### src/hw/hmcsp_pkg.sv
// Purpose: constants for the homing and cyclic position mode controller
// Assumes: one 200 MHz clock, plain register port with 16-bit object index
// Notes: registers sit at their object index; 32-bit data, narrow values low
// Notes on behaviour
// - mode value 6 selects homing
// - homing search follows homing-method value
// - bit 4 rise starts, fall stops homing
// - halt brakes with homing acceleration, stays enabled
// - status bit 10: home reached or zero speed
// - status bit 12: homing completed successfully
// - status bit 13: homing error occurred
// - words 0,6,7,F walk the drive states
// - 0x001F in homing reports 0x1n37
// - mode change only while switched on; code refuses it only in operation enabled
// - mode bits act only when operation enabled
// - homing ramp times from parameter 1135
// - mode value 8 selects cyclic position
// - cyclic target taken at each interval
// - cyclic mode uses only low four bits
// - cyclic status: 12 reference used, 13 following error
// - no ramp limiting in cyclic mode
// - 0xnnnF to 0x0007 stops the mode
package hmcsp_pkg;
	// object indices used as register addresses
	localparam logic [15:0] HMCSP_IDX_CTRL     = 16'h6040;
	localparam logic [15:0] HMCSP_IDX_STAT     = 16'h6041;
	localparam logic [15:0] HMCSP_IDX_MODE     = 16'h6060;
	localparam logic [15:0] HMCSP_IDX_MODE_DSP = 16'h6061;
	localparam logic [15:0] HMCSP_IDX_ACT_POS  = 16'h6064;
	localparam logic [15:0] HMCSP_IDX_TGT_POS  = 16'h607A;
	localparam logic [15:0] HMCSP_IDX_HM_METH  = 16'h6098;
	localparam logic [15:0] HMCSP_IDX_HM_ACC   = 16'h609A;
	localparam logic [15:0] HMCSP_IDX_HM_RAMP  = 16'h2000;
	// mode select values
	localparam logic [7:0] HMCSP_MODE_HOMING = 8'h06;
	localparam logic [7:0] HMCSP_MODE_CSP    = 8'h08;
	// control word bit positions
	localparam int HMCSP_CW_VOLT  = 1;
	localparam int HMCSP_CW_QSTOP = 2;
	localparam int HMCSP_CW_ENOP  = 3;
	localparam int HMCSP_CW_HSTRT = 4;
	localparam int HMCSP_CW_HALT  = 8;
	// status word bit positions
	localparam int HMCSP_SW_GOAL = 10;
	localparam int HMCSP_SW_M12  = 12;
	localparam int HMCSP_SW_M13  = 13;
	// control commands on the low nibble
	localparam logic [3:0] HMCSP_NIB_SWON = 4'h7;
	localparam logic [3:0] HMCSP_NIB_ENOP = 4'hF;
	localparam logic [2:0] HMCSP_TRI_SHUT = 3'h6;
	// base status words per drive state
	localparam logic [15:0] HMCSP_SW_DISABLED = 16'h0050;
	localparam logic [15:0] HMCSP_SW_READY    = 16'h0031;
	localparam logic [15:0] HMCSP_SW_SWON     = 16'h0033;
	localparam logic [15:0] HMCSP_SW_OPEN     = 16'h0037;
	// reset values
	localparam logic [15:0] HMCSP_CTRL_RST = 16'h0000;
	localparam logic [7:0]  HMCSP_MODE_RST = 8'h00;
	localparam logic [31:0] HMCSP_ZERO32   = 32'h00000000;
	// drive state machine
	typedef enum logic [1:0] {
		HMCSP_ST_DISABLED = 2'b00,
		HMCSP_ST_READY    = 2'b01,
		HMCSP_ST_SWON     = 2'b10,
		HMCSP_ST_OPEN     = 2'b11
	} hmcsp_state_e;
endpackage

### src/hw/hmcsp_ctrl.sv
// Purpose: control word decode and status word report for homing and
//          cyclic synchronous position modes
// Assumes: all inputs but the async rst_in synchronous to ref_clk_in; motion core outside
// Notes: read data valid the cycle after the read strobe, and only then
//
// The implementer's own choice: the plain strobed port.
`timescale 1ns/1ps
`default_nettype none
module hmcsp_ctrl #(
	parameter int DATA_W = 32
) (
	input  wire logic                       ref_clk_in,      // 200 MHz
	input  wire logic                       rst_in,          // async, high
	input  wire logic [15:0]                addr_in,         // object index
	input  wire logic [DATA_W-1:0]          wr_data_in,      // write data
	input  wire logic                       wr_in,           // write strobe
	input  wire logic                       rd_in,           // read strobe
	output logic      [DATA_W-1:0]          rd_data_out,     // read data
	input  wire logic                       home_found_in,   // home reached
	input  wire logic                       zero_speed_in,   // axle stopped
	input  wire logic                       homing_done_in,  // search ended ok
	input  wire logic                       homing_fail_in,  // search failed
	input  wire logic                       follow_err_in,   // following error
	input  wire logic                       sync_tick_in,    // cyclic interval
	input  wire logic [DATA_W-1:0]          actual_pos_in,   // position now
	output logic                            power_on_out,    // bridge enabled
	output logic                            homing_run_out,  // run search
	output logic                            halt_brake_out,  // brake axis
	output logic      [7:0]                 homing_meth_out, // search method
	output logic      [DATA_W-1:0]          homing_acc_out,  // accel/decel
	output logic      [DATA_W-1:0]          homing_ramp_out, // ramp times
	output logic                            csp_run_out,     // follow target
	output logic      [DATA_W-1:0]          pos_ref_out,     // reference
	output logic                            pos_ref_stb_out, // new reference
	output logic      [15:0]                status_out       // status word
);
	import hmcsp_pkg::*;

	// software visible registers
	logic [15:0]        ctrl_q;        // control word
	logic [7:0]         mode_q;        // mode select
	logic [DATA_W-1:0]  tgt_q;         // target position
	logic [7:0]         meth_q;        // homing method
	logic [DATA_W-1:0]  acc_q;         // homing acceleration
	logic [DATA_W-1:0]  ramp_q;        // homing ramp times
	// internal state
	hmcsp_state_e       state_q;       // drive state
	hmcsp_state_e       state_d;
	logic               start_prev_q;  // bit 4 one cycle back
	logic               hm_run_q;      // homing search running
	logic               hm_att_q;      // homing attained
	logic               hm_err_q;      // homing error
	logic               csp_run_q;     // following target
	logic [DATA_W-1:0]  pos_ref_q;     // current reference
	logic               ref_stb_q;     // reference update pulse
	logic [15:0]        status_q;      // status word
	logic [15:0]        status_d;
	logic [DATA_W-1:0]  rd_q;          // read data
	logic               power_q;       // power stage on
	logic               brake_q;       // halt braking
	// decoded conditions
	logic               is_open;
	logic               in_homing;
	logic               in_csp;
	logic               hm_rise;
	logic               hm_fall;
	logic               halt_req;

	assign is_open   = (state_q == HMCSP_ST_OPEN);
	assign in_homing = is_open && (mode_q == HMCSP_MODE_HOMING);
	assign in_csp    = is_open && (mode_q == HMCSP_MODE_CSP);
	assign hm_rise   = in_homing && ctrl_q[HMCSP_CW_HSTRT] && !start_prev_q;
	assign hm_fall   = !ctrl_q[HMCSP_CW_HSTRT] && start_prev_q;
	assign halt_req  = in_homing && ctrl_q[HMCSP_CW_HALT];

	// control word store; strobes never overlap so no priority needed
	always_ff @(posedge ref_clk_in or posedge rst_in) begin
		if (rst_in) begin
			ctrl_q <= HMCSP_CTRL_RST;
		end else if (wr_in && addr_in == HMCSP_IDX_CTRL) begin
			ctrl_q <= wr_data_in[15:0];
		end
	end

	// mode select write
	always_ff @(posedge ref_clk_in or posedge rst_in) begin
		if (rst_in) begin
			mode_q <= HMCSP_MODE_RST;
		end else if (wr_in && addr_in == HMCSP_IDX_MODE && !is_open) begin
			mode_q <= wr_data_in[7:0];
		end
	end

	// parameter registers for the motion core
	always_ff @(posedge ref_clk_in or posedge rst_in) begin
		if (rst_in) begin
			tgt_q  <= HMCSP_ZERO32[DATA_W-1:0];
			meth_q <= HMCSP_MODE_RST;
			acc_q  <= HMCSP_ZERO32[DATA_W-1:0];
			ramp_q <= HMCSP_ZERO32[DATA_W-1:0];
		end else if (wr_in) begin
			if (addr_in == HMCSP_IDX_TGT_POS) begin
				tgt_q <= wr_data_in;
			end else if (addr_in == HMCSP_IDX_HM_METH) begin
				meth_q <= wr_data_in[7:0];
			end else if (addr_in == HMCSP_IDX_HM_ACC) begin
				acc_q <= wr_data_in;
			end else if (addr_in == HMCSP_IDX_HM_RAMP) begin
				ramp_q <= wr_data_in;
			end
		end
	end

	// drive state decode from the low nibble only
	always_comb begin
		state_d = state_q;
		if (!ctrl_q[HMCSP_CW_VOLT] || !ctrl_q[HMCSP_CW_QSTOP]) begin
			state_d = HMCSP_ST_DISABLED;
		end else begin
			case (state_q)
				HMCSP_ST_DISABLED: begin
					if (ctrl_q[2:0] == HMCSP_TRI_SHUT) begin
						state_d = HMCSP_ST_READY;
					end
				end
				HMCSP_ST_READY: begin
					if (ctrl_q[3:0] == HMCSP_NIB_SWON) begin
						state_d = HMCSP_ST_SWON;
					end
				end
				HMCSP_ST_SWON: begin
					if (ctrl_q[3:0] == HMCSP_NIB_ENOP) begin
						state_d = HMCSP_ST_OPEN;
					end else if (ctrl_q[2:0] == HMCSP_TRI_SHUT) begin
						state_d = HMCSP_ST_READY;
					end
				end
				default: begin
					if (ctrl_q[3:0] == HMCSP_NIB_SWON) begin
						state_d = HMCSP_ST_SWON;
					end else if (ctrl_q[2:0] == HMCSP_TRI_SHUT) begin
						state_d = HMCSP_ST_READY;
					end
				end
			endcase
		end
	end

	// state register
	always_ff @(posedge ref_clk_in or posedge rst_in) begin
		if (rst_in) begin
			state_q <= HMCSP_ST_DISABLED;
		end else begin
			state_q <= state_d;
		end
	end

	// bit 4 history for edge detection
	always_ff @(posedge ref_clk_in or posedge rst_in) begin
		if (rst_in) begin
			start_prev_q <= 1'b0;
		end else begin
			start_prev_q <= ctrl_q[HMCSP_CW_HSTRT];
		end
	end

	// homing run: leaving enable or mode kills it at once
	always_ff @(posedge ref_clk_in or posedge rst_in) begin
		if (rst_in) begin
			hm_run_q <= 1'b0;
		end else if (!in_homing) begin
			hm_run_q <= 1'b0;
		end else if (hm_rise) begin
			hm_run_q <= 1'b1;
		end else if (hm_fall || homing_done_in || homing_fail_in) begin
			hm_run_q <= 1'b0;
		end
	end

	// homing result flags; a result in the start cycle wins over the clear
	always_ff @(posedge ref_clk_in or posedge rst_in) begin
		if (rst_in) begin
			hm_att_q <= 1'b0;
			hm_err_q <= 1'b0;
		end else begin
			if (hm_run_q && homing_done_in) begin
				hm_att_q <= 1'b1;
			end else if (hm_rise) begin
				hm_att_q <= 1'b0;
			end
			if (hm_run_q && homing_fail_in) begin
				hm_err_q <= 1'b1;
			end else if (hm_rise) begin
				hm_err_q <= 1'b0;
			end
		end
	end

	// cyclic follow enable and reference capture
	always_ff @(posedge ref_clk_in or posedge rst_in) begin
		if (rst_in) begin
			csp_run_q <= 1'b0;
			pos_ref_q <= HMCSP_ZERO32[DATA_W-1:0];
			ref_stb_q <= 1'b0;
		end else begin
			csp_run_q <= in_csp;
			ref_stb_q <= 1'b0;
			// target taken each interval; no ramp, see below
			if (in_csp && csp_run_q && sync_tick_in) begin
				pos_ref_q <= tgt_q;
				ref_stb_q <= 1'b1;
			end else if (!in_csp) begin
				// hold the axis where it is; master must preload target
				pos_ref_q <= actual_pos_in;
			end
		end
	end

	// reference passes unramped
	// motion dynamics are the master's job; nothing here limits steps

	// power stage and braking
	always_ff @(posedge ref_clk_in or posedge rst_in) begin
		if (rst_in) begin
			power_q <= 1'b0;
			brake_q <= 1'b0;
		end else begin
			power_q <= is_open;
			brake_q <= hm_run_q && halt_req;
		end
	end

	// status word assembly
	always_comb begin
		status_d = HMCSP_SW_DISABLED;
		case (state_q)
			HMCSP_ST_DISABLED: status_d = HMCSP_SW_DISABLED;
			HMCSP_ST_READY:    status_d = HMCSP_SW_READY;
			HMCSP_ST_SWON:     status_d = HMCSP_SW_SWON;
			default:           status_d = HMCSP_SW_OPEN;
		endcase
		if (in_homing) begin
			// goal flag meaning depends on halt
			status_d[HMCSP_SW_GOAL] = halt_req ? zero_speed_in : home_found_in;
			status_d[HMCSP_SW_M12] = hm_att_q;
			status_d[HMCSP_SW_M13] = hm_err_q;
		end else if (in_csp) begin
			status_d[HMCSP_SW_M12] = csp_run_q;
			status_d[HMCSP_SW_M13] = follow_err_in;
		end
	end

	// status register
	always_ff @(posedge ref_clk_in or posedge rst_in) begin
		if (rst_in) begin
			status_q <= HMCSP_SW_DISABLED;
		end else begin
			status_q <= status_d;
		end
	end

	// read mux; unmapped indices read zero
	always_ff @(posedge ref_clk_in or posedge rst_in) begin
		if (rst_in) begin
			rd_q <= HMCSP_ZERO32[DATA_W-1:0];
		end else if (rd_in) begin
			if (addr_in == HMCSP_IDX_CTRL) begin
				rd_q <= {{(DATA_W-16){1'b0}}, ctrl_q};
			end else if (addr_in == HMCSP_IDX_STAT) begin
				rd_q <= {{(DATA_W-16){1'b0}}, status_q};
			end else if (addr_in == HMCSP_IDX_MODE) begin
				rd_q <= {{(DATA_W-8){1'b0}}, mode_q};
			end else if (addr_in == HMCSP_IDX_MODE_DSP) begin
				rd_q <= {{(DATA_W-8){1'b0}}, is_open ? mode_q : HMCSP_MODE_RST};
			end else if (addr_in == HMCSP_IDX_ACT_POS) begin
				rd_q <= actual_pos_in;
			end else if (addr_in == HMCSP_IDX_TGT_POS) begin
				rd_q <= tgt_q;
			end else if (addr_in == HMCSP_IDX_HM_METH) begin
				rd_q <= {{(DATA_W-8){1'b0}}, meth_q};
			end else if (addr_in == HMCSP_IDX_HM_ACC) begin
				rd_q <= acc_q;
			end else if (addr_in == HMCSP_IDX_HM_RAMP) begin
				rd_q <= ramp_q;
			end else begin
				rd_q <= HMCSP_ZERO32[DATA_W-1:0];
			end
		end else begin
			rd_q <= HMCSP_ZERO32[DATA_W-1:0];
		end
	end

	// outputs straight from flops, homing_run_out masked by brake_q
	assign rd_data_out     = rd_q;
	assign power_on_out    = power_q;
	assign homing_run_out  = hm_run_q && !brake_q;
	assign halt_brake_out  = brake_q;
	assign homing_meth_out = meth_q;
	assign homing_acc_out  = acc_q;
	assign homing_ramp_out = ramp_q;
	assign csp_run_out     = csp_run_q;
	assign pos_ref_out     = pos_ref_q;
	assign pos_ref_stb_out = ref_stb_q;
	assign status_out      = status_q;
endmodule
`default_nettype wire

### config.mk
export PLATFORM = sky130hd
export DESIGN_NAME = hmcsp_ctrl
export DESIGN_NICKNAME = d
export VERILOG_FILES = /design/src/hw/hmcsp_pkg.sv /design/src/hw/hmcsp_ctrl.sv
export SDC_FILE = /design/constraint.sdc
export NUM_CORES = 1
export LEC_CHECK = 0
export ABC_AREA = 1
export BUFFER_PORTS_ARGS = -buffer_cell sky130_fd_sc_hd__clkbuf_2
export CAP_MARGIN = 40
export CORE_ASPECT_RATIO = 0.75
export CORE_MARGIN = 8
export CORE_UTILIZATION = 48
export CTS_CLUSTER_SIZE = 14
export DETAILED_ROUTE_END_ITERATION = 7
export PLACE_DENSITY = 0.73
export SYNTH_ARGS = -nofsm -noshare
export SYNTH_HDL_FRONTEND = slang
export SYNTH_SLANG_ARGS = --single-unit
### constraint.sdc
create_clock -name ref_clk_in -period 6.05 [get_ports ref_clk_in]
set_input_delay 0.605 -clock ref_clk_in [delete_from_list [all_inputs] [get_ports ref_clk_in]]
set_output_delay 0.605 -clock ref_clk_in [all_outputs]
set_load 0.03 [all_outputs]
==> impl_metrics.tcl, run 1 <==
set metrics [dict create \
    dp_hpwl_um 24100 \
    hold_violations 0 \
    cp_num_buf_inv 4 \
    crit_path_end_kind "flop" \
    area_delta_synth_final_pct 21.3 \
    cp-start-kind "primary input" \
    drt-met1-wl_um 15600 \
    synth_cell_types 43 \
    core-area_um2 20000 \
    antenna_found_initial 0 \
    synthCells 1136 \
    post_cts_resized 0 \
    final_cell_area_um2 11700 \
    final_common_cell "nand2_1" \
    cts_setup_buffers 0 \
    critPathMaxFanout 43 \
    route.met2.wl_um 12400 \
    drv_cap 0 \
    synth_area_um2 9670 \
    yosysTopAreaCell "dfrtp_1" \
    slew_violations 0 \
    highest_layer "met4" \
    n_antenna_cell 0 \
    setup_viol 0 \
    powerDensity_nw_per_um2 251 \
    avgSynthCellArea_um2 8.51 \
    synthArstFlopShare 1.00 \
    irDropWorstVdd_uv 136 \
    met3_length_um 3540 \
    place_area_um2 11000 \
    post-route-period-util 0.455 \
    die_h_um 139 \
    cts_buffers 22 \
    drt_iter0_drc 1212 \
    grt_pass1_wl_um 48900 \
    cp_data_required_time_ns 6.47 \
    initial_core_util 0.484 \
    fillers 1814 \
    nNetsFinal 1438 \
    io_pins 247 \
    drt.antenna.violating_nets 0 \
    drc 0 \
    rsz0062_at_grt "false" \
    layout_common_cells "nand2_1, clkbuf_2, dfrtp_1, o21ai_1, inv_1" \
    clk-insertion-delay-late_ns 0.50 \
    ctsHoldBuffers 0 \
    cts.sinks 208 \
    crit_type "primary input to flop" \
    ys.flop_type "dfrtp_1" \
    port-buffer-count 238 \
    overflow 0 \
    cts_tree "done" \
    h-tree-depth 1 \
    rows 45 \
    tns_ns 0 \
    dp_slack_ns 2.83 \
    num_vias 8837 \
    p_leak_nw 5.90 \
    outcome "finished, final reports clean" \
    path_delay_family "simple AND/OR/NAND/NOR gates" \
    worstPathArrival_ns 3.17 \
    grtUsageTotal 0.248 \
    fmax_mhz 364 \
    synthDominantCellAreaShare 0.536 \
    hold_class "primary input to async pin" \
    grt_pass1_vias 8260 \
    seqCellArea_um2 5210 \
    root_buffer "clkbuf_16" \
    synth_edf_count 0 \
    slowest_delay_ns 0.55 \
    clk_path_buf_depth 3 \
    holdWs_ns 0.212 \
    period_minus_slack_ns 2.75 \
    finClkSkew_ns 0.00592 \
    worstMarginPinSlew_ns 0.803 \
    yosys_warnings 0 \
    synth_seq_area_share 0.538 \
    first_pass_iters 6 \
    fin_ws_ns 3.30 \
    crit_chain "clkbuf_2, inv_2, nor2_2, nand2_1, nor2_8, nand2_2, inv_4, nor2_2, nand4_4, buf_12, nand2_1, o21ai_1" \
    routed_wl_um 32000 \
    path_clk_slew_ns 0.06 \
    synthTopCellsByArea "dfrtp_1, nand2_1, o21ai_1" \
    drive_above_1_share 0.244 \
    vias_per_cell 5.46 \
    wl_per_cell_um 19.7 \
    fp.dieArea_um2 25000 \
    grt_max_degree 65 \
    gp_congestion 0.937 \
    ys_ff_latch 208 \
    multiInputGateArea_um2 3570 \
    die_w_um 180 \
    slowest_stage "nor2_8" \
    relSlewSlack 0.463 \
]
power by group:
| group | internal, mW | switching [mW] | total (mW) |
|---|---|---|---|
| sequential | 1.40 | 0.00738 | 1.41 |
| combinational | 0.0465 | 0.123 | 0.170 |
| clock | 0.828 | 0.540 | 1.37 |
| total | 2.28 | 0.670 | 2.95 |
worst register-to-register path: stages (launching register included):
cell and delay (ns):
dfrtp_1 0.39, nor2_1 0.20, nand2_1 0.13, nor3_4 0.61, nand3_2 0.11, buf_4 0.37
nand3_1 0.21, o211ai_1 0.11
state kept, by name (all words and copies together), names as in the netlist:
signal	count
pos_ref_out	32
homing_meth_out	8
status_out	7
hm_run_q	1
start_prev_q	1
hm_err_q	1
mode_q	8
homing_acc_out	32
hm_att_q	1
rd_data_out	32
homing_ramp_out	32
ctrl_q	16
state_q	2
csp_run_out	1
tgt_q	32
halt_brake_out	1
pos_ref_stb_out	1
metal layers:
| metal | global-route usage | vias up |
|---|---|---|
| met5 | 0 | - |
| met4 | 0.0350 | 0 |
| met3 | 0.0675 | 27 |
| met2 | 0.322 | 460 |
| met1 | 0.402 | 4211 |
| li1 | - | 4139 |
metrics by stage:
step           power [mW]  instances  utilization
2_1_floorplan        1.53       1142            -
3_3_place_gp         1.60       1577        0.545
3_5_place_dp         1.61       1582        0.550
4_1_cts              2.96       1619        0.587
5_1_grt              3.03       1619        0.587
6_report             2.95       1619        0.587
cells by family (layout without fill, tap and decap cells):
logic type / Yosys count / after routing / share of synthesized area
AOI/OAI and AO/OA: 277 / 277 / 0.166
buffers and inverters: 214 / 433 / 0.0946
DFF: 208 / 208 / 0.538
other: 2 / 8 / 0.000777
and+or+nand+nor: 435 / 435 / 0.200
synth_stat cells (all sizes together) (4+ instances only):
cell	n
o21bai	4
buf	50
nand2	260
dfrtp	207
nor3	6
inv	146
a21oi	18
nor2	68
o21ai	198
o221ai	7
nand4	12
o2111ai	6
nand3	82
nand3b	4
clkbuf	18
a211oi	15
o211ai	23
worst paths after layout:
kind                                from             endpoint  slack, ns  cells past startpoint
min reg2reg                   ctrl_q[15]      rd_data_out[15]       0.48                      2
max in group asynchronous         rst_in    homing_acc_out[5]       4.61                      3
min in group ref_clk_in    follow_err_in       status_out[13]       0.33                      3
max reg2reg                    mode_q[7]       pos_ref_out[2]       3.77                      7
max                          addr_in[13]  homing_ramp_out[24]       3.30                     12
min                               rst_in      rd_data_out[27]       0.21                      2
final cells by class:
cell class	count	share of cell area
sequential	208	0.444
multi-input combinational	720	0.304
timing repair buffer	250	0.114
clock buffer	34	0.0594
inverter	146	0.0472
tap	258	0.0275
clock inverter	3	0.00341
Note: power is estimated with default switching activity, not from simulation.
==> run 2: changes to the inputs <==
- ABC_AREA: 1 -> 0
- CORE_UTILIZATION: 48 -> 53
- PLACE_DENSITY: 0.73 -> 0.77
- clock period: 6.05 -> 2.8 ns (I/O delays scaled with it)
==> impl_metrics.tcl, run 2 <==
set metrics [dict create \
    worstReg2RegStart "state_q[1]" \
    rsz0062_at_grt "false" \
    root_buffer "clkbuf_16" \
    routed_wl_um 28200 \
    crit_path_start "addr_in[9]" \
    synth_seq_area_share 0.565 \
    crit_end "rd_data_out[1]" \
    crit_chain "clkbuf_2, or4_4, or2_1, buf_4, nor4_1, buf_4, a221o_1, nor2_1, nor3_2" \
    irDropWorstVdd_uv 392 \
    grtUsageTotal 0.250 \
    fp.dieArea_um2 21900 \
    slew_violations 0 \
    period_minus_slack_ns 2.20 \
    p_switching_mw 1.38 \
    placed_cells 1174 \
    slowest_stage "nor4_1" \
    finClkSkew_ns 0.0118 \
    first_pass_iters 5 \
    synth_cell_types 55 \
    die_h_um 130 \
    grt_pass1_wl_um 42800 \
    fin_util 0.681 \
    layout_common_cells "clkbuf_2, dfrtp_1, mux2_2, a21oi_1, nor2_1" \
    antenna_found_initial 0 \
    num_vias 7295 \
    initial_core_util 0.544 \
    use_met2 0.381 \
    clockPowerShare 0.444 \
    drt.antenna.violating_nets 0 \
    critPathMostFrequentCell "buf_4" \
    overflow 0 \
    synth_edf_count 0 \
    setup_viol 0 \
    hold_class "primary input to flop" \
    rows 41 \
    busiest_layer "met2" \
    die_w_um 168 \
    p_leak_nw 6.04 \
    rr_worst_depth 6 \
    core-area_um2 16900 \
    hold_violations 0 \
    final_cell_count_no_fill 1212 \
    synthTopCellsByArea "dfrtp_1, mux2_2, mux2i_1" \
    synthCells 734 \
    n_antenna_cell 0 \
    h-tree-depth 1 \
    rrSetupSlack_ns 0.87 \
    wl_per_cell_um 23.2 \
    path_clk_slew_ns 0.06 \
    totalPowerFinal_mw 6.16 \
    path_depth 9 \
    clk-insertion-delay-late_ns 0.49 \
    grt_max_degree 57 \
    drive_above_1_share 0.464 \
    cts_tree "done" \
    synthDominantCellAreaShare 0.562 \
    ys_ff_latch 208 \
    fmax_mhz 455 \
    yosys_warnings 0 \
    synth_common_cells "dfrtp_1, mux2_2, a21oi_1" \
    area_delta_synth_final_pct 25.1 \
    cts_buffers 21 \
    power.share.switching 0.225 \
    drt_iter0_drc 650 \
    io_pins 247 \
    powerDensity_nw_per_um2 534 \
    port-buffer-count 238 \
    p_seq_frac 0.495 \
    critPathMaxFanout 10 \
    cp_data_required_time_ns 3.21 \
    drc 0 \
    fillers 1271 \
    post-route-period-util 0.785 \
    final_common_cell "clkbuf_2" \
    worstMarginPinSlew_ns 0.798 \
    grt_pass1_vias 7494 \
    yosysMostFrequentCell "dfrtp_1" \
    drv_cap 0 \
    avgSynthCellArea_um2 12.6 \
    outcome "finished, final reports clean" \
    combPwrFrac 0.061 \
    yosysTopAreaCell "dfrtp_1" \
    crit_type "primary input to flop" \
    dp_hpwl_um 20600 \
    ys.flop_type "dfrtp_1" \
    relSlewSlack 0.467 \
    synthArstFlopShare 1.00 \
    cp-start-kind "primary input" \
    crit_path_end_kind "flop" \
    cp_num_buf_inv 3 \
    intPower_mw 4.77 \
    cts.sinks 208 \
    cts_setup_buffers 0 \
    holdPathStages 2 \
    clk_path_buf_depth 3 \
    reg2reg_to "rd_data_out[0]" \
    use_met1 0.352 \
    gp_congestion 0.947 \
    vias_per_cell 6.02 \
    synth_area_um2 9220 \
    path_delay_family "simple AND/OR/NAND/NOR gates" \
    grt_use_met3 0.0579 \
    nNetsFinal 1073 \
    worstPathArrival_ns 2.61 \
    slowest_delay_ns 0.61 \
]
-- run 2: area by class of cell --
type                    instances  area [um2]  share of cell area
clock buffers                  33         591              0.0512
clock inverters                 4        70.1             0.00608
flip-flops and latches        208        5210               0.452
well taps                     215         269              0.0233
inverters                       7        30.0             0.00260
multi-input cells             468        3750               0.325
repair buffers                277        1610               0.140
-- run 2: through the flow --
stage / TNS [ns] / area, um2 / worst slack [ns] / hold slack (ns)
4_1_cts: 0 / 11500 / 0.668 / 0.0298
5_1_grt: 0 / 11500 / 0.568 / 0.0362
6_report: 0 / 11500 / 0.602 / 0.0438
3_5_place_dp: 0 / 10900 / 0.164 / 0.418
3_3_place_gp: 0 / 10900 / 0.161 / 0.398
2_1_floorplan: -37.14 / 9240 / -0.179 / 0.404
-- run 2: routing by layer --
layer / up-vias / part of all wire
li1: 3221 / -
met1: 3642 / 0.43
met2: 366 / 0.45
met3: 66 / 0.090
met4: 0 / 0.029
met5: - / 0
-- run 2: how the worst min path moves through the flow --
stage | start | endpoint
2_1_floorplan | ctrl_q[4] | start_prev_q
3_3_place_gp | state_q[1] | status_out[1]
3_5_place_dp | state_q[1] | status_out[1]
4_1_cts | homing_done_in | hm_att_q
5_1_grt | homing_done_in | hm_att_q
6_report | homing_done_in | hm_att_q
-- run 2: what timing repair did --
item                                    in CTS  in global routing
hold buffers                                 1                  0
endpoints found under the hold margin       28                  0
gates resized for setup                      0                  0
endpoints found under the setup margin       0                  0
-- run 2: power groups by stage --
stage / registers (mW) / logic [mW] / clock network (mW)
finish: 3.05 / 0.377 / 2.73
global route: 3.05 / 0.412 / 2.89
CTS: 3.05 / 0.378 / 2.78
detailed placement: 3.10 / 0.376 / 0
global placement: 3.10 / 0.374 / 0
floorplan: 3.15 / 0.146 / 0
-- run 2: kinds of logic (layout without fill, tap and decap cells) --
logic type | count (synthesis) | count (layout) | synth area share
AO/OA/AOI/OAI | 157 | 157 | 0.114
adder cells (fa/ha/maj) | 1 | 1 | 0.00109
buffers and inverters | 64 | 321 | 0.0353
flip-flops | 208 | 208 | 0.565
multiplexers | 169 | 169 | 0.202
other | 2 | 8 | 0.000815
AND/OR/NAND/NOR | 133 | 133 | 0.0821
-- run 2: worst reg2reg max path: stages, from the launching register on --
cell and delay (ns):
dfrtp_1 0.39, nand2_1 0.17, a2111oi_2 0.60, buf_4 0.25, nand2_1 0.08, and3_1 0.17, nor3b_1 0.19
